--- src/design/acr_pkg.sv ---
// Constants and types of the converter control register bank
// Function
// - Per-channel writes reach only selected channels
// - All other registers except rate override act on write
// - Rate override applies on transfer bit 0
// - Mode 00 runs all channels normally
// - Mode 01 stops clocks, resets, disables outputs
// - Mode 10 standby without datapath reset
// - Mode 11 resets datapath, serial port untouched
// - Only power-on reset resets serial port
// - Power mode bit 5 picks pin action
// - Clock bit 0 disables stabilizer, resets to one
// - Without serial port the stabilizer is on
// - Enhancement bit 2 enables chopping
// - Output mode bit 6 picks reduced range
// - Output mode bit 2 inverts stream
// - Output mode bit 0 twos complement default
// - Adjust bit 0 doubles selected clock drive
// - Termination overrides double drive
package acr_pkg;
  localparam int ACR_AW = 13;
  localparam logic [12:0] ACR_IDX_A = 13'h0004;
  localparam logic [12:0] ACR_IDX_B = 13'h0005;
  localparam logic [12:0] ACR_PWR = 13'h0008;
  localparam logic [12:0] ACR_CLK = 13'h0009;
  localparam logic [12:0] ACR_ENH = 13'h000C;
  localparam logic [12:0] ACR_OMODE = 13'h0014;
  localparam logic [12:0] ACR_OADJ = 13'h0015;
  localparam logic [12:0] ACR_OPHASE = 13'h0016;
  localparam logic [12:0] ACR_CHPWR = 13'h0022;
  localparam logic [12:0] ACR_XFER = 13'h00FF;
  localparam logic [12:0] ACR_RATE = 13'h0100;
  localparam logic [12:0] ACR_IO2 = 13'h0101;
  localparam logic [12:0] ACR_IO3 = 13'h0102;
  localparam logic [12:0] ACR_SYNC = 13'h0109;
  // Writable bit masks
  localparam logic [7:0] ACR_M_IDX_A = 8'h0F;
  localparam logic [7:0] ACR_M_IDX_B = 8'h3F;
  localparam logic [7:0] ACR_M_PWR = 8'h23;
  localparam logic [7:0] ACR_M_CLK = 8'h01;
  localparam logic [7:0] ACR_M_ENH = 8'h04;
  localparam logic [7:0] ACR_M_OMODE = 8'h45;
  localparam logic [7:0] ACR_M_OADJ = 8'h31;
  localparam logic [7:0] ACR_M_OPHASE = 8'h7F;
  localparam logic [7:0] ACR_M_CHPWR = 8'h03;
  localparam logic [7:0] ACR_M_RATE = 8'h47;
  localparam logic [7:0] ACR_M_IO2 = 8'h01;
  localparam logic [7:0] ACR_M_IO3 = 8'h08;
  localparam logic [7:0] ACR_M_SYNC = 8'h03;
  // Reset values
  localparam logic [7:0] ACR_R_IDX_A = 8'h0F;
  localparam logic [7:0] ACR_R_IDX_B = 8'h3F;
  localparam logic [7:0] ACR_R_CLK = 8'h01;
  localparam logic [7:0] ACR_R_OMODE = 8'h01;
  localparam logic [7:0] ACR_R_OPHASE = 8'h03;
  localparam logic [7:0] ACR_R_ZERO = 8'h00;
  // Field positions
  localparam int ACR_B_PINSTBY = 5;
  localparam int ACR_B_DCS = 0;
  localparam int ACR_B_CHOP = 2;
  localparam int ACR_B_RANGE = 6;
  localparam int ACR_B_INV = 2;
  localparam int ACR_B_TWOS = 0;
  localparam int ACR_B_DRV = 0;
  localparam int ACR_B_XFER = 0;
  localparam int ACR_B_CLKSEL = 4;
  // Frame layout
  localparam logic [4:0] ACR_BIT_INSTR_END = 5'd15;
  localparam logic [4:0] ACR_BIT_LAST = 5'd23;
  typedef enum logic [1:0] {ACR_PM_NORMAL, ACR_PM_POWERDOWN_PIN, ACR_PM_STBY, ACR_PM_DRST} acr_pmode_t;
  typedef enum {ACR_SPI_IDLE, ACR_SPI_INSTR, ACR_SPI_DATA} acr_spi_t;
endpackage

--- src/design/acr_regs.sv ---
// Serial control port and register bank of the quad converter
`timescale 1ns/1ps
module acr_regs
  import acr_pkg::*;
#(
  parameter int NCH = 4,
  parameter int NCLK = 2
) (
  input wire logic clock,
  input wire logic resetn,
  input wire logic spi_sclk,
  input wire logic spi_csb,
  input wire logic sdio_in,
  output logic sdio_out,
  output logic sdio_oe,
  input wire logic spi_mode,
  input wire logic powerdown_pin,
  output logic datapath_clk_en,
  output logic datapath_reset,
  output logic outputs_en,
  output logic dcs_en,
  output logic chop_en,
  output logic [NCH-1:0] chan_powerdown,
  output logic [NCH-1:0] chan_output_reset,
  output logic [NCH-1:0] reduced_range,
  output logic [NCH-1:0] output_invert,
  output logic [NCH-1:0] twos_complement,
  output logic [NCLK-1:0] clk_drive_2x,
  output logic [2*NCLK-1:0] clk_term_sel,
  output logic [7:0] output_phase,
  output logic [7:0] rate_active,
  output logic sdio_pulldown_off,
  output logic common_mode_reference_pd,
  output logic [1:0] sync_ctrl
);
  // ****************************************
  // Pin synchronisers
  // ****************************************
  logic [4:0] meta_q;
  logic [4:0] sync_q;
  // Idle levels at reset, power-down pin low
  always_ff @(posedge clock or negedge resetn) begin
    if (!resetn) begin
      meta_q <= 5'h1E;
      sync_q <= 5'h1E;
    end else begin
      meta_q <= {spi_sclk, spi_csb, sdio_in, spi_mode, powerdown_pin};
      sync_q <= meta_q;
    end
  end
  logic sclk_s, csb_s, sdi_s, mode_s, pdpin_s;
  assign {sclk_s, csb_s, sdi_s, mode_s, pdpin_s} = sync_q;

  // ****************************************
  // Serial frame engine
  // ****************************************
  acr_spi_t st_q, st_d;
  logic sclk_q, sclk_d;
  logic [4:0] cnt_q, cnt_d;
  logic [15:0] sh_q, sh_d;
  logic rd_q, rd_d;
  logic [12:0] addr_q, addr_d;
  logic [7:0] osh_q, osh_d;
  logic out_q, out_d;
  logic oe_q, oe_d;
  logic wr_stb;
  logic [7:0] wr_data;
  logic [7:0] rd_val;
  logic rise, fall;
  assign rise = sclk_s && !sclk_q;
  assign fall = !sclk_s && sclk_q;

  always_comb begin
    st_d = st_q;
    sclk_d = sclk_s;
    cnt_d = cnt_q;
    sh_d = sh_q;
    rd_d = rd_q;
    addr_d = addr_q;
    osh_d = osh_q;
    out_d = out_q;
    oe_d = oe_q;
    wr_stb = 1'b0;
    wr_data = {sh_q[6:0], sdi_s};
    if (csb_s) begin
      st_d = ACR_SPI_IDLE;
      oe_d = 1'b0;
      cnt_d = 5'd0;
    end else begin
      case (st_q)
        ACR_SPI_IDLE: begin
          st_d = ACR_SPI_INSTR;
          cnt_d = 5'd0;
        end
        ACR_SPI_INSTR: begin
          if (rise) begin
            sh_d = {sh_q[14:0], sdi_s};
            cnt_d = cnt_q + 5'd1;
            if (cnt_q == ACR_BIT_INSTR_END) begin
              rd_d = sh_q[14];
              addr_d = {sh_q[11:0], sdi_s};
              osh_d = 8'h00;
              st_d = ACR_SPI_DATA;
            end
          end
        end
        ACR_SPI_DATA: begin
          if (fall && rd_q) begin
            osh_d = (cnt_q == 5'd16) ? {rd_val[6:0], 1'b0} : {osh_q[6:0], 1'b0};
            out_d = (cnt_q == 5'd16) ? rd_val[7] : osh_q[7];
            oe_d = 1'b1;
          end
          if (rise) begin
            sh_d = {sh_q[14:0], sdi_s};
            cnt_d = cnt_q + 5'd1;
            if (cnt_q == ACR_BIT_LAST) begin
              wr_stb = !rd_q;
              cnt_d = 5'd16;
              addr_d = addr_q + 13'd1;
            end
          end
        end
        default: st_d = ACR_SPI_IDLE;
      endcase
    end
  end

  // Only power-on reset clears the serial port
  always_ff @(posedge clock or negedge resetn) begin
    if (!resetn) begin
      st_q <= ACR_SPI_IDLE;
      sclk_q <= 1'b1;
      cnt_q <= 5'd0;
      sh_q <= 16'h0000;
      rd_q <= 1'b0;
      addr_q <= 13'h0000;
      osh_q <= 8'h00;
      out_q <= 1'b0;
      oe_q <= 1'b0;
    end else begin
      st_q <= st_d;
      sclk_q <= sclk_d;
      cnt_q <= cnt_d;
      sh_q <= sh_d;
      rd_q <= rd_d;
      addr_q <= addr_d;
      osh_q <= osh_d;
      out_q <= out_d;
      oe_q <= oe_d;
    end
  end
  assign sdio_out = out_q;
  assign sdio_oe = oe_q;

  // ****************************************
  // Global registers
  // ****************************************
  logic [7:0] idx_a_q, idx_a_d, idx_b_q, idx_b_d, pwr_q, pwr_d, clk_q, clk_d;
  logic [7:0] enh_q, enh_d, ophase_q, ophase_d, rate_q, rate_d, ract_q, ract_d;
  logic [7:0] io2_q, io2_d, io3_q, io3_d, sync_q2, sync_d2;
  logic [7:0] omode_q [NCH];
  logic [7:0] chpwr_q [NCH];
  logic [7:0] oadj_q [NCLK];
  logic [$clog2(NCH)-1:0] rd_ch;
  logic [$clog2(NCLK)-1:0] rd_ck;

  always_comb begin
    idx_a_d = idx_a_q;
    idx_b_d = idx_b_q;
    pwr_d = pwr_q;
    clk_d = clk_q;
    enh_d = enh_q;
    ophase_d = ophase_q;
    rate_d = rate_q;
    ract_d = ract_q;
    io2_d = io2_q;
    io3_d = io3_q;
    sync_d2 = sync_q2;
    if (wr_stb) begin
      case (addr_q)
        ACR_IDX_A: idx_a_d = wr_data & ACR_M_IDX_A;
        ACR_IDX_B: idx_b_d = wr_data & ACR_M_IDX_B;
        ACR_PWR: pwr_d = wr_data & ACR_M_PWR;
        ACR_CLK: clk_d = wr_data & ACR_M_CLK;
        ACR_ENH: enh_d = wr_data & ACR_M_ENH;
        ACR_OPHASE: ophase_d = wr_data & ACR_M_OPHASE;
        ACR_RATE: rate_d = wr_data & ACR_M_RATE;
        ACR_XFER: if (wr_data[ACR_B_XFER]) ract_d = rate_q;
        ACR_IO2: io2_d = wr_data & ACR_M_IO2;
        ACR_IO3: io3_d = wr_data & ACR_M_IO3;
        ACR_SYNC: sync_d2 = wr_data & ACR_M_SYNC;
        default: ;
      endcase
    end
  end

  always_ff @(posedge clock or negedge resetn) begin
    if (!resetn) begin
      idx_a_q <= ACR_R_IDX_A;
      idx_b_q <= ACR_R_IDX_B;
      pwr_q <= ACR_R_ZERO;
      clk_q <= ACR_R_CLK;
      enh_q <= ACR_R_ZERO;
      ophase_q <= ACR_R_OPHASE;
      rate_q <= ACR_R_ZERO;
      ract_q <= ACR_R_ZERO;
      io2_q <= ACR_R_ZERO;
      io3_q <= ACR_R_ZERO;
      sync_q2 <= ACR_R_ZERO;
    end else begin
      idx_a_q <= idx_a_d;
      idx_b_q <= idx_b_d;
      pwr_q <= pwr_d;
      clk_q <= clk_d;
      enh_q <= enh_d;
      ophase_q <= ophase_d;
      rate_q <= rate_d;
      ract_q <= ract_d;
      io2_q <= io2_d;
      io3_q <= io3_d;
      sync_q2 <= sync_d2;
    end
  end

  // ****************************************
  // Per-channel registers
  // ****************************************
  for (genvar c = 0; c < NCH; c++) begin : g_ch
    logic [7:0] om_d, cp_d;
    always_comb begin
      om_d = omode_q[c];
      cp_d = chpwr_q[c];
      if (wr_stb && idx_b_q[c]) begin
        if (addr_q == ACR_OMODE) om_d = wr_data & ACR_M_OMODE;
        if (addr_q == ACR_CHPWR) cp_d = wr_data & ACR_M_CHPWR;
      end
    end
    always_ff @(posedge clock or negedge resetn) begin
      if (!resetn) begin
        omode_q[c] <= ACR_R_OMODE;
        chpwr_q[c] <= ACR_R_ZERO;
      end else begin
        omode_q[c] <= om_d;
        chpwr_q[c] <= cp_d;
      end
    end
    assign reduced_range[c] = omode_q[c][ACR_B_RANGE];
    assign output_invert[c] = omode_q[c][ACR_B_INV];
    assign twos_complement[c] = omode_q[c][ACR_B_TWOS];
    assign chan_powerdown[c] = chpwr_q[c][0];
    assign chan_output_reset[c] = chpwr_q[c][1];
  end

  for (genvar k = 0; k < NCLK; k++) begin : g_ck
    logic [7:0] oa_d;
    always_comb begin
      oa_d = oadj_q[k];
      if (wr_stb && idx_b_q[ACR_B_CLKSEL+k] && addr_q == ACR_OADJ) begin
        oa_d = wr_data & ACR_M_OADJ;
      end
    end
    always_ff @(posedge clock or negedge resetn) begin
      if (!resetn) begin
        oadj_q[k] <= ACR_R_ZERO;
      end else begin
        oadj_q[k] <= oa_d;
      end
    end
    assign clk_term_sel[2*k +: 2] = oadj_q[k][5:4];
    assign clk_drive_2x[k] = oadj_q[k][ACR_B_DRV] && (oadj_q[k][5:4] == 2'b00);
  end

  // ****************************************
  // Read path
  // ****************************************
  always_comb begin
    rd_ch = '0;
    for (int i = NCH - 1; i >= 0; i--) begin
      if (idx_b_q[i]) rd_ch = i[$clog2(NCH)-1:0];
    end
    rd_ck = '0;
    for (int j = NCLK - 1; j >= 0; j--) begin
      if (idx_b_q[ACR_B_CLKSEL+j]) rd_ck = j[$clog2(NCLK)-1:0];
    end
    case (addr_d)
      ACR_IDX_A: rd_val = idx_a_q;
      ACR_IDX_B: rd_val = idx_b_q;
      ACR_PWR: rd_val = pwr_q;
      ACR_CLK: rd_val = clk_q;
      ACR_ENH: rd_val = enh_q;
      ACR_OMODE: rd_val = omode_q[rd_ch];
      ACR_OADJ: rd_val = oadj_q[rd_ck];
      ACR_OPHASE: rd_val = ophase_q;
      ACR_CHPWR: rd_val = chpwr_q[rd_ch];
      ACR_RATE: rd_val = rate_q;
      ACR_IO2: rd_val = io2_q;
      ACR_IO3: rd_val = io3_q;
      ACR_SYNC: rd_val = sync_q2;
      default: rd_val = 8'h00;
    endcase
  end

  // ****************************************
  // Power mode decode
  // ****************************************
  acr_pmode_t pm;
  always_comb begin
    pm = acr_pmode_t'(pwr_q[1:0]);
    if (pdpin_s) pm = pwr_q[ACR_B_PINSTBY] ? ACR_PM_STBY : ACR_PM_POWERDOWN_PIN;
    case (pm)
      ACR_PM_NORMAL: {datapath_clk_en, datapath_reset, outputs_en} = 3'b101;
      ACR_PM_POWERDOWN_PIN: {datapath_clk_en, datapath_reset, outputs_en} = 3'b010;
      ACR_PM_STBY: {datapath_clk_en, datapath_reset, outputs_en} = 3'b000;
      ACR_PM_DRST: {datapath_clk_en, datapath_reset, outputs_en} = 3'b010;
      default: {datapath_clk_en, datapath_reset, outputs_en} = 3'b010;
    endcase
  end

  assign dcs_en = !mode_s || !clk_q[ACR_B_DCS];
  assign chop_en = enh_q[ACR_B_CHOP];
  assign output_phase = ophase_q;
  assign rate_active = ract_q;
  assign sdio_pulldown_off = io2_q[0];
  assign common_mode_reference_pd = io3_q[3];
  assign sync_ctrl = sync_q2[1:0];
endmodule

--- config.mk ---
export PLATFORM = sky130hd
export DESIGN_NAME = acr_regs
export DESIGN_NICKNAME = d
export VERILOG_FILES = /design/src/design/acr_pkg.sv /design/src/design/acr_regs.sv
export SDC_FILE = /design/constraint.sdc
export NUM_CORES = 1
export LEC_CHECK = 0
export BUFFER_PORTS_ARGS = -buffer_cell sky130_fd_sc_hd__buf_2
export CORE_AREA = 2 2 116 118
export CTS_BUF_LIST = sky130_fd_sc_hd__clkbuf_16
export DETAILED_ROUTE_END_ITERATION = 7
export DIE_AREA = 0 0 118 120
export GPL_TIMING_DRIVEN = 0
export PLACE_DENSITY_LB_ADDON = 0.3
export SLEW_MARGIN = 20
export SYNTH_ARGS = -nofsm -noshare
export SYNTH_HDL_FRONTEND = slang
export SYNTH_SLANG_ARGS = --single-unit
--- constraint.sdc ---
create_clock -name clock -period 3.35 [get_ports clock]
set_clock_uncertainty 0.05 [all_clocks]
set_input_delay 0.335 -clock clock [delete_from_list [all_inputs] [get_ports clock]]
set_output_delay 0.335 -clock clock [all_outputs]
set_load 0.02 [all_outputs]
Yosys cells after proc, flatten, opt, wreduce, memory -nomap -nowiden --
Index checks and enable logic that the tools add are counted.
Word-level totals: register bits 147, bits in latches 0, bits in writable memories 0, memory bits (read-only) 0, memories kept 0
Cells by class: add/sub/neg operators 2, $mul 0, div/mod/pow operators 0, order comparisons 2, equality and inequality tests 42, shift operators 0, muxes and demuxes 48, bitwise operators 3, reduce and logical (&&, ||, !) cells 57
Operator list (count):
- $eq 13x9->1 const B | 8
- $pmux 8 s13 | 1
- $mux 32 | 3
- $pmux 32 s3 | 1
- $mux 8 | 10
- $eq 13x4->1 const B | 6
- $eq 13x5->1 const B | 6
- $mux 13 | 5
- $eq 13x3->1 const B | 4
- $reduce_and 2->1 | 19
- $bmux 8 s2 | 2
- $eq 32x1->1 const B | 1
- $eq 32x2->1 const B | 1
- $logic_not 32->1 | 1
- $eq 13x6->1 const B | 2
- $pmux 13 s2 | 1
- $mux 5 | 4
- $pmux 8 s2 | 1
- $pmux 5 s3 | 1
- $reduce_and 3->1 | 5
- $add 13x1->13 const B | 1
- $eq 13x8->1 const B | 1
- $logic_and 1x1->1 | 13
- $mux 2 | 6
- other kinds (24) | 51

Logic depth before layout (Yosys ltp) --
Gate-level depths: netlist of the first run.
word-level depth 12, gate-level depth with buffers 15

Worst setup path before layout of the first run --
No wires, ideal clock.
path kind register -> register, start point register cnt_q[0], end point register osh_q[1], arrival 2997 ps, path slack 218 ps, stages on the path, launching flop included 15, buffers on the path 2, period minus slack after synthesis 3132 ps, cells stage by stage dfrtp_1 ha_1 and3_1 ha_1 and3b_1 clkbuf_1 mux2_2 a22oi_1 o311ai_1 nor3_2 and4_1 buf_4 and2_4 o31ai_4 a32oi_1
On the way: longest elaborated chain between the ends 10, elaborated cells between the ends (all ways) 28
RTL lines:
- start: declaration | RTL line acr_regs.sv:59 | logic [4:0] cnt_q, cnt_d;
- start signal: assignment | RTL line acr_regs.sv:143 | cnt_q <= cnt_d;
- $eq 5x5->1 or $eq 5x4->1 (tied branches) | RTL line acr_regs.sv:116, acr_regs.sv:99
- $mux 13, on equally long branches | RTL line acr_regs.sv:116, acr_regs.sv:99
- $mux 13, on equally long branches | RTL line acr_regs.sv:113, acr_regs.sv:96
- $pmux 13 s2 * | RTL line acr_regs.sv:90 | case (st_q)
- $mux 13 * | RTL line acr_regs.sv:85 | if (csb_s) begin
- via addr_d[7] | RTL line acr_regs.sv:62 | logic [12:0] addr_q, addr_d;
- $eq 13x9->1, or another cell as far along | RTL line acr_regs.sv:285 | case (addr_d)
- $pmux 8 s13 * | RTL line acr_regs.sv:285
- $mux 8 * | RTL line acr_regs.sv:109 | osh_d = (cnt_q == 5'd16) ? {rd_val[6:0], 1'b0} : {osh_q[6:0], 1'b0};
- $mux 8 * | RTL line acr_regs.sv:108 | if (fall && rd_q) begin
- $pmux 8 s2 * | RTL line acr_regs.sv:90
- end signal: assignment | RTL line acr_regs.sv:147 | osh_q <= osh_d;
- end: declaration | RTL line acr_regs.sv:63 | logic [7:0] osh_q, osh_d;
Mark *: on every way through the listed nets, which the timed path passes. The rest lies on a longest branch. The select of a mux whose other input is x is not followed. A chain may end at the register's enable or synchronous reset.

Worst setup path after layout of the first run --
start point register addr_q[0], end point register osh_q[2]
On the way: longest elaborated chain between the ends 10, elaborated cells between the ends (all ways) 24
RTL lines:
- start: declaration | RTL line acr_regs.sv:62
- start signal: assignment | RTL line acr_regs.sv:146 | addr_q <= addr_d;
- $add 13x1->13 * | RTL line acr_regs.sv:119 | addr_d = addr_q + 13'd1;
- $mux 13 * | RTL line acr_regs.sv:116 | if (cnt_q == ACR_BIT_LAST) begin
- $mux 13 * | RTL line acr_regs.sv:113 | if (rise) begin
- $pmux 13 s2 * | RTL line acr_regs.sv:90
- $mux 13 * | RTL line acr_regs.sv:85
- via addr_d[10] | RTL line acr_regs.sv:62
- $eq 13x9->1, or another cell as far along | RTL line acr_regs.sv:285
- $pmux 8 s13 * | RTL line acr_regs.sv:285
- $mux 8 * | RTL line acr_regs.sv:109
- $mux 8 * | RTL line acr_regs.sv:108
- $pmux 8 s2 * | RTL line acr_regs.sv:90
Marked as above.

==> results of run 1 <==
[final cells by class]
| cell class | count | area share |
|---|---|---|
| Inverter | 24 | 0.0114 |
| Timing Repair Buffer | 98 | 0.0828 |
| Clock buffer | 17 | 0.0522 |
| Sequential cell | 116 | 0.360 |
| Tap cell | 176 | 0.0270 |
| Buffer | 37 | 0.0284 |
| Clock inverter | 15 | 0.0144 |
| Multi-Input combinational cell | 425 | 0.423 |
[final timing paths]
| check | from | end | slack, ps | cells past startpoint |
|---|---|---|---|---|
| max in group asynchronous | resetn | idx_a_q[2] | 2200 | 3 |
| worst min-delay path | meta_q[0] | sync_q[0] | 310 | 0 |
| worst min register to register | meta_q[0] | sync_q[0] | 310 | 0 |
| worst max-delay path | addr_q[0] | osh_q[2] | -70 | 12 |
| worst max register to register | addr_q[0] | osh_q[2] | -70 | 12 |
| min in group asynchronous | resetn | sh_q[12] | 320 | 2 |
[kinds of logic (layout without fill, tap and decap cells)]
| kind of cell | Yosys count | in the layout | synth area share |
|---|---|---|---|
| buf+inv | 63 | 191 | 0.0469 |
| fa+ha+maj | 11 | 11 | 0.0217 |
| compound gates | 101 | 101 | 0.118 |
| flops | 116 | 116 | 0.463 |
| simple gates | 216 | 216 | 0.189 |
| mux | 92 | 92 | 0.161 |
| other cells | 1 | 5 | 0.000591 |
[cells in the mapped netlist, drive strengths merged (6+ instances only)]
cell type	instances	area share
mux2	78	0.14
nand2b	6	0.0059
nor3	26	0.021
o31ai	6	0.011
o21ai	26	0.021
dfrtp	90	0.36
dfstp	26	0.11
buf	23	0.023
a22oi	9	0.011
and2	8	0.0083
nor2	40	0.024
clkbuf	16	0.0097
mux2i	14	0.022
inv	22	0.013
and3	6	0.0059
nand3	32	0.027
nand4	7	0.0079
nor4	11	0.016
a32oi	7	0.0097
a21oi	13	0.010
ha	11	0.022
nand2	47	0.028
[worst max-delay path: cells and delay by family (launching register included)]
kind	cells	cell delay [ps]
AND/OR/NAND/NOR	5	1300
flip-flops	1	430
buffers and inverters	2	320
multiplexers	1	330
adder cells (fa/ha/maj)	1	230
AO/OA/AOI/OAI	3	680
[power groups by stage]
stage          Clock (mW)  Sequential [mW]  Combinational (mW)
5_1_grt              1.76             1.49               0.247
3_3_place_gp            0             1.51               0.187
4_1_cts              1.69             1.48               0.210
6_report             1.68             1.49               0.222
3_5_place_dp            0             1.51               0.196
2_1_floorplan           0             1.48               0.109
[metal layers]
metal / up-vias / track usage / routed length, um
met2: 230 / 0.401 / 8480
li1: 2444 / - / -
met3: 46 / 0.0670 / 1360
met5: - / 0 / 0
met1: 2697 / 0.371 / 8130
met4: 0 / 0.117 / 493
[flip-flops by register name, indices dropped and copies added (netlist names), 5 cells and up]
signal,cells
sync_q,5
addr_q,13
osh_q,7
idx_b_q,6
sh_q,15
meta_q,5
cnt_q,5
output_phase,7
[metrics by stage]
stage,utilization,power (mW),setup slack [ps],instance area [um2],hold WS [ps]
3_3_place_gp,0.528,1.69,-804,6850,289
6_report,0.628,3.39,-67.3,8160,305
2_1_floorplan,-,1.59,218,6360,-10.6
5_1_grt,0.628,3.50,-115,8160,309
4_1_cts,0.598,3.38,1.98,7760,306
3_5_place_dp,0.531,1.70,-775,6890,195
[what timing repair did]
item                                    4_1_cts  5_1_grt
gates resized for setup                      30       61
buffers inserted                             18       18
hold buffers                                  6        0
cloned                                        0        1
endpoints found under the setup margin       24        7
endpoints found under the hold margin        32        0
pin swaps                                     6       16
==> impl_metrics.tcl, run 1 <==
set metrics [dict create \
    status "finished, violations left" \
    violations "negative setup slack" \
    p_leak_nw 3.71 \
    crit_path_max_fanout 7 \
    drv_cap 0 \
    dieArea_mm2 0.0142 \
    antenna_found_initial 0 \
    layout-drive-gt1-share 0.443 \
    layout_common_cells "dfrtp_1 (87), mux2_2 (77), buf_2 (60), nand2_1 (46), buf_4 (43)" \
    path_cells "ha_2, nand4_1, nor4_4, mux2_4, a221o_1, nor4_4, buf_6, and4_1, buf_6, and2_4, o31ai_4, a32oi_2" \
    path_class "flip-flop to flip-flop" \
    arrival_ps 3700 \
    end_kind "flip-flop" \
    setup_violations 7 \
    finalWorstSetupSlack_ps -67.3 \
    place_congestion 0.956 \
    clockBufferDepth 2 \
    cts_tree "done" \
    drtIter0Drc 429 \
    nNetsFinal 737 \
    swShare 0.257 \
    port_buffers 54 \
    cts_htree_levels 4 \
    wl_per_cell_um 20.3 \
    slew_viol_final 0 \
    p_clk_frac 0.496 \
    detail_route.wirelength_um 18500 \
    cp_slowest_stage_delay_ps 430 \
    pwr-share-comb 0.066 \
    grt_pass1_wl_um 28900 \
    vias 5417 \
    min_period_ps 3420 \
    synth.distinct_cells 76 \
    cts_root_buf "clkbuf_16" \
    cp_slowest_cell "dfrtp_1" \
    synth_edf_count 0 \
    drt-vias-per-instance 5.97 \
    cts.sinks 116 \
    p_per_area_mw_per_mm2 416 \
    tightest_slew_ps 1080 \
    drc 0 \
    antenna_cells 0 \
    start_kind "flip-flop" \
    track_usage 0.268 \
    fp-row-count 42 \
    numCtsBuffers 17 \
    synth-seq-area-share 0.463 \
    hp-class "flip-flop to flip-flop" \
    grt_max_degree 85 \
    synth_ff_type "dfrtp_1" \
    dpl.cell_count 835 \
    start_util 0.489 \
    fp.coreArea_mm2 0.0130 \
    synthToLayoutAreaGrowth_pct 28.6 \
    synthArstFlopShare 1.00 \
    syn_avg_cell_area_um2 10.6 \
    dpl.hpwl_um 12600 \
    switching_power_mw 0.871 \
    tns_ps -193 \
    final_common_cell "dfrtp_1" \
    clkTransAtPathRegs_ps 60 \
    regArea_mm2 0.00294 \
    first_global_vias 5285 \
    finalNonFillerCells 908 \
    die_x_um 118 \
    final_antenna_net_count 0 \
    syn_area_mm2 0.00634 \
    rsz0062_at_grt "true" \
    grt_overflow 0 \
    first_pass_iters 6 \
    seqPwrFrac 0.438 \
    hold_viol_final 0 \
    relSlewSlack 0.273 \
    synth_seq_cells 116 \
    multi_input_area_mm2 0.00345 \
    worstPathRequired_ps 3630 \
    irDropWorstVdd_uv 386 \
    synth_warnings 0 \
    synth_cells 600 \
    die_h_um 120 \
    fillers 1032 \
    pin_count 60 \
    fin_crit_sh 1.02 \
    intPower_mw 2.52 \
    clock_latency_ps 420 \
    fmax_mhz 293 \
]
Power figures use the tool's default switching activity.
==> inputs of run 2 (changes only) <==
--- a/config.mk
+++ b/config.mk
@@ -11,6 +11,7 @@
 export DETAILED_ROUTE_END_ITERATION = 7
 export DIE_AREA = 0 0 118 120
 export GPL_TIMING_DRIVEN = 0
+export MAX_ROUTING_LAYER = met4
 export PLACE_DENSITY_LB_ADDON = 0.3
 export SLEW_MARGIN = 20
 export SYNTH_ARGS = -nofsm -noshare
==> constraint.sdc (replaced) <==
create_clock -name clock -period 3.8 [get_ports clock]
set_clock_uncertainty 0.05 [all_clocks]
set_input_delay 0.38 -clock clock [delete_from_list [all_inputs] [get_ports clock]]
set_output_delay 0.38 -clock clock [all_outputs]
set_load 0.02 [all_outputs]
==> run 2 against run 1 <==
  * Routed wire length decreased by 3.9%
  * Register-to-register slack improved by 260 ps
  * Highest routed layer unchanged
  * Cell count decreased by 3.0%
  * Hold slack got worse by 290 ps
  * Combinational power decreased by 19%
  * Power decreased by 9.8%
  * The flow now finishes without violations
  * Global-route usage about the same
==> impl_metrics.tcl, run 2 (synthesized netlist as in run 1, its figures left out) <==
set metrics [dict create \
    arrival_ps 3840 \
    final_common_cell "dfrtp_1" \
    irDropWorstVdd_uv 266 \
    dpl.hpwl_um 12600 \
    track_usage 0.268 \
    clkTransAtPathRegs_ps 50 \
    layout_common_cells "dfrtp_1 (90), mux2_2 (78), buf_2 (62), nand2_1 (47), nor2_1 (38)" \
    final_antenna_net_count 0 \
    layout-drive-gt1-share 0.359 \
    grt_max_degree 86 \
    antenna_cells 0 \
    numCtsBuffers 17 \
    relSlewSlack 0.269 \
    drtIter0Drc 472 \
    multi_input_area_mm2 0.00321 \
    synthToLayoutAreaGrowth_pct 20.8 \
    cts_root_buf "clkbuf_16" \
    place_congestion 0.974 \
    worstPathRequired_ps 4030 \
    die_x_um 118 \
    wl_per_cell_um 20.1 \
    detailedPlace.worstSlack_ps -429 \
    tightest_slew_ps 1090 \
    first_pass_iters 5 \
    vias 5226 \
    p_per_area_mw_per_mm2 399 \
    reg2reg_to "osh_q[6]" \
    finalNonFillerCells 881 \
    fin_crit_sh 0.948 \
    drt-vias-per-instance 5.93 \
    start_util 0.489 \
    finalWorstSetupSlack_ps 197 \
    worstRegToRegCells 16 \
    end_kind "flip-flop" \
    nNetsFinal 710 \
    hold_viol_final 0 \
    fp.coreArea_mm2 0.0130 \
    largest_reg_flops 15 \
    timing.hold.ws_ps 17.4 \
    clockBufferDepth 2 \
    reg2reg_slack_ps 200 \
    antenna_found_initial 0 \
    final_util 0.591 \
    pin_count 60 \
    drv_cap 0 \
    dieArea_mm2 0.0142 \
    cts_tree "done" \
    dpl.cell_count 835 \
    path_class "flip-flop to flip-flop" \
    regArea_mm2 0.00294 \
    largest_register "sh_q" \
    worstReg2RegStart "cnt_q[0]" \
    hp-class "input port to flip-flop" \
    start_kind "flip-flop" \
    fp-row-count 42 \
    fillers 1142 \
    startpoint "cnt_q[0]" \
    cts.sinks 116 \
    slew_viol_final 0 \
    first_global_vias 5067 \
    port_buffers 54 \
    die_h_um 120 \
    cts_htree_levels 4 \
    drc 0 \
    detail_route.wirelength_um 17700 \
    p_leak_nw 3.53 \
    min_period_ps 3600 \
    reg_top3 "sh_q (15), addr_q (13)" \
    grt_pass1_wl_um 28300 \
    clock_latency_ps 420 \
    crit_end "osh_q[6]" \
    grt_overflow 0 \
    status "completed" \
    crit_path_max_fanout 10 \
    fmax_mhz 278 \
    setup_violations 0 \
]
==> run 2: stage by stage <==
step / cell area [um2] / setup TNS [ps] / power [mW]
2_1_floorplan: 6360 / 0 / 1.40
3_3_place_gp: 6850 / -426 / 1.50
3_5_place_dp: 6890 / -587 / 1.50
4_1_cts: 7560 / 0 / 3.08
5_1_grt: 7670 / -20.9 / 3.17
6_report: 7670 / 0 / 3.06
==> run 2: worst max-delay path: stages, from the launching register on <==
cell and delay [ps]:
dfrtp_1 430, ha_2 250, and3_1 160, ha_1 190
nand3b_1 140, buf_2 260, mux2_2 360, o211a_1 100
nand3_1 160, nor4_4 60, buf_4 150, buf_4 140
and4_1 160, buf_4 160, and3_1 170, a221oi_1 400
o21ai_1 110
==> run 2: repair_timing <==
action | in CTS | in global routing
endpoints found under the hold margin | 29 | 0
hold buffers | 4 | 0
endpoints found under the setup margin | 5 | 14
setup buffers | 4 | 6
gates resized for setup | 8 | 16
pin swaps | 2 | 2
==> run 2: how the worst min path moves through the flow <==
stage | from | end | slack (ps) | cells past startpoint
2_1_floorplan | resetn | addr_q[0] | 30 | 0
3_3_place_gp | meta_q[0] | sync_q[0] | 290 | 0
3_5_place_dp | resetn | sh_q[10] | 240 | 1
4_1_cts | sdio_in | meta_q[2] | 3 | 1
5_1_grt | sdio_in | meta_q[2] | 1 | 1
6_report | sdio_in | meta_q[2] | 20 | 1
==> run 2: area by class of cell <==
| class | instances | area share |
|---|---|---|
| Timing Repair Buffer | 69 | 0.0547 |
| Buffer | 39 | 0.0277 |
| Inverter | 24 | 0.0124 |
| Clock inverter | 15 | 0.0196 |
| Clock buffer | 17 | 0.0555 |
| Sequential cell | 116 | 0.383 |
| Tap cell | 176 | 0.0287 |
| Multi-Input combinational cell | 425 | 0.418 |
==> run 2: power breakdown <==
| part | total (mW) | leakage [nW] | internal [mW] | switching (mW) |
|---|---|---|---|---|
| combinational | 0.179 | 1.72 | 0.0530 | 0.126 |
| clock | 1.57 | 0.285 | 1.01 | 0.558 |
| sequential | 1.31 | 1.52 | 1.27 | 0.0439 |
| total | 3.06 | 3.53 | 2.33 | 0.729 |
==> run 2: layer usage <==
layer / share of wire / vias to the layer above / GRT usage / wire length (um)
met5: 0 / - / - / 0
met4: 0.016 / 0 / 0.0813 / 286
met3: 0.078 / 22 / 0.0627 / 1380
met2: 0.45 / 242 / 0.387 / 8040
met1: 0.45 / 2583 / 0.377 / 8040
li1: - / 2379 / - / -
==> inputs of run 3 (changes only) <==
--- a/config.mk
+++ b/config.mk
@@ -13,6 +13,7 @@
 export GPL_TIMING_DRIVEN = 0
 export MAX_ROUTING_LAYER = met4
 export PLACE_DENSITY_LB_ADDON = 0.3
+export RECOVER_POWER = 50
 export SLEW_MARGIN = 20
 export SYNTH_ARGS = -nofsm -noshare
 export SYNTH_HDL_FRONTEND = slang
==> constraint.sdc (replaced) <==
create_clock -name clock -period 4.09 [get_ports clock]
set_clock_uncertainty 0.05 [all_clocks]
set_input_delay 0.409 -clock clock [delete_from_list [all_inputs] [get_ports clock]]
set_output_delay 0.409 -clock clock [all_outputs]
set_load 0.02 [all_outputs]
==> run 3 against run 2 <==
  * The run now ends with max-capacitance violations, max-slew violations left
  * Non-clock buffer count fell by 13
  * Sequential cell count did not move
  * Via count fell by 1.3%
  * Clock power fell by 7%
  * Register-to-register slack got worse by 40 ps
  * First-iteration DRC count fell by 12%
  * Hold slack improved by 22 ps
  * Count of clock-buffer cells in the layout did not move
  * Largest power group unchanged
  * Sequential power fell by 7%
  * Routed wire length fell by 0.76%
==> impl_metrics.tcl, run 3 (synthesized netlist as in run 1, its figures left out) <==
set metrics [dict create \
    port_buffers 54 \
    relSlewSlack -0.202 \
    first_pass_iters 5 \
    cp_slowest_cell "dfrtp_1" \
    pin_count 60 \
    irDropWorstVdd_uv 256 \
    numCtsBuffers 17 \
    antenna_cells 0 \
    slew_viol_final 33 \
    nNetsFinal 697 \
    largest_register "sh_q" \
    clkTransAtPathRegs_ps 50 \
    timing.hold.ws_ps 39.6 \
    grt_pass1_wl_um 28100 \
    fp-row-count 42 \
    detail_route.wirelength_um 17600 \
    path_class "flip-flop to flip-flop" \
    drv_cap 1 \
    grt_max_degree 86 \
    cp_slowest_stage_delay_ps 420 \
    detailedPlace.worstSlack_ps -139 \
    hold_viol_final 0 \
    cts_tree "done" \
    worstPathRequired_ps 4350 \
    status "finished, violations left" \
    min_period_ps 3940 \
    rsz0062_at_grt "false" \
    start_util 0.489 \
    track_usage 0.267 \
    clock_latency_ps 420 \
    hp-class "input port to flip-flop" \
    worst_path_most_repeated_cell "ha_1" \
    largest_reg_flops 15 \
    path_cells "ha_1, and3_1, ha_1, and3b_1, clkbuf_1, mux2_2, a22oi_1, o311ai_1, nor3_4, nand2_1, a2111oi_2, a221oi_1, a32oi_1" \
    setup_violations 0 \
    p_leak_nw 3.39 \
    p_per_area_mw_per_mm2 380 \
    dieArea_mm2 0.0142 \
    clockBufferDepth 2 \
    reg_top3 "sh_q (15), addr_q (13)" \
    start_kind "flip-flop" \
    die_h_um 120 \
    violations "max-capacitance violations, max-slew violations" \
    fin_crit_sh 0.962 \
    placed_area_mm2 0.00689 \
    fp.coreArea_mm2 0.0130 \
    place_congestion 0.974 \
    crit_buf_inv 1 \
    tightest_slew_ps 1800 \
    layout_common_cells "dfrtp_1 (90), mux2_2 (78), buf_2 (50), nand2_1 (47), nor2_1 (39)" \
    crit_family "compound AO/OA/AOI/OAI gates" \
    final_common_cell "dfrtp_1" \
    layout-drive-gt1-share 0.312 \
    final_util 0.575 \
    cts_root_buf "clkbuf_16" \
    cts.sinks 116 \
    final_area_mm2 0.00746 \
    grt_util_met2 0.383 \
    use_met3 0.0646 \
    drc 0 \
    final_antenna_net_count 0 \
    finalNonFillerCells 868 \
    power_mw 2.84 \
    antenna_found_initial 0 \
    die_x_um 118 \
    use_met1 0.375 \
    vias 5160 \
    finalWorstSetupSlack_ps 154 \
    first_global_vias 4996 \
    crit_path_max_fanout 9 \
    cts_htree_levels 4 \
    fmax_mhz 254 \
    arrival_ps 4200 \
    end_kind "flip-flop" \
    grt_overflow 0 \
    wl_per_cell_um 20.3 \
    drtIter0Drc 416 \
    dpl.hpwl_um 12600 \
    tns_ps 0 \
    synthToLayoutAreaGrowth_pct 17.6 \
    busiest_layer "met2" \
    drt-vias-per-instance 5.94 \
    dpl.cell_count 835 \
]
[run 3: cell type report]
class	count	area, um2
clock buffers	17	425
inverters	24	93.8
plain buffers	39	209
clock inverters	15	150
repair buffers	56	272
fillers	1158	5520
flip-flops and latches	116	2940
well taps	176	220
multi-input cells	425	3150
[run 3: what timing repair did]
action / CTS / global route
setup buffers: 0 / 0
pin swaps: 0 / 1
setup endpoints to repair: 1 / 4
hold buffers: 1 / 0
gates resized for setup: 2 / 7
endpoints found under the hold margin: 26 / 0
[run 3: path summary, 6_finish.rpt]
kind | startpoint | endpoint | slack [ps] | cells after the start
setup reg to reg | cnt_q[0] | osh_q[1] | 150 | 13
setup / recovery | cnt_q[0] | osh_q[1] | 150 | 13
min in group asynchronous | resetn | sh_q[10] | 970 | 2
max in group asynchronous | resetn | osh_q[7] | 910 | 3
hold reg to reg | meta_q[0] | sync_q[0] | 300 | 0
hold / removal | spi_sclk | meta_q[4] | 40 | 1
[run 3: report_power, final]
group | switching, mW | total (mW) | internal [mW]
clock | 0.519 | 1.46 | 0.938
sequential | 0.0410 | 1.22 | 1.18
combinational | 0.117 | 0.162 | 0.0443
[run 3: routing by layer]
layer / share of wire / up-vias
met4: 0.014 / 0
met1: 0.47 / 2560
met3: 0.074 / 22
met5: 0 / -
met2: 0.45 / 224
li1: - / 2354
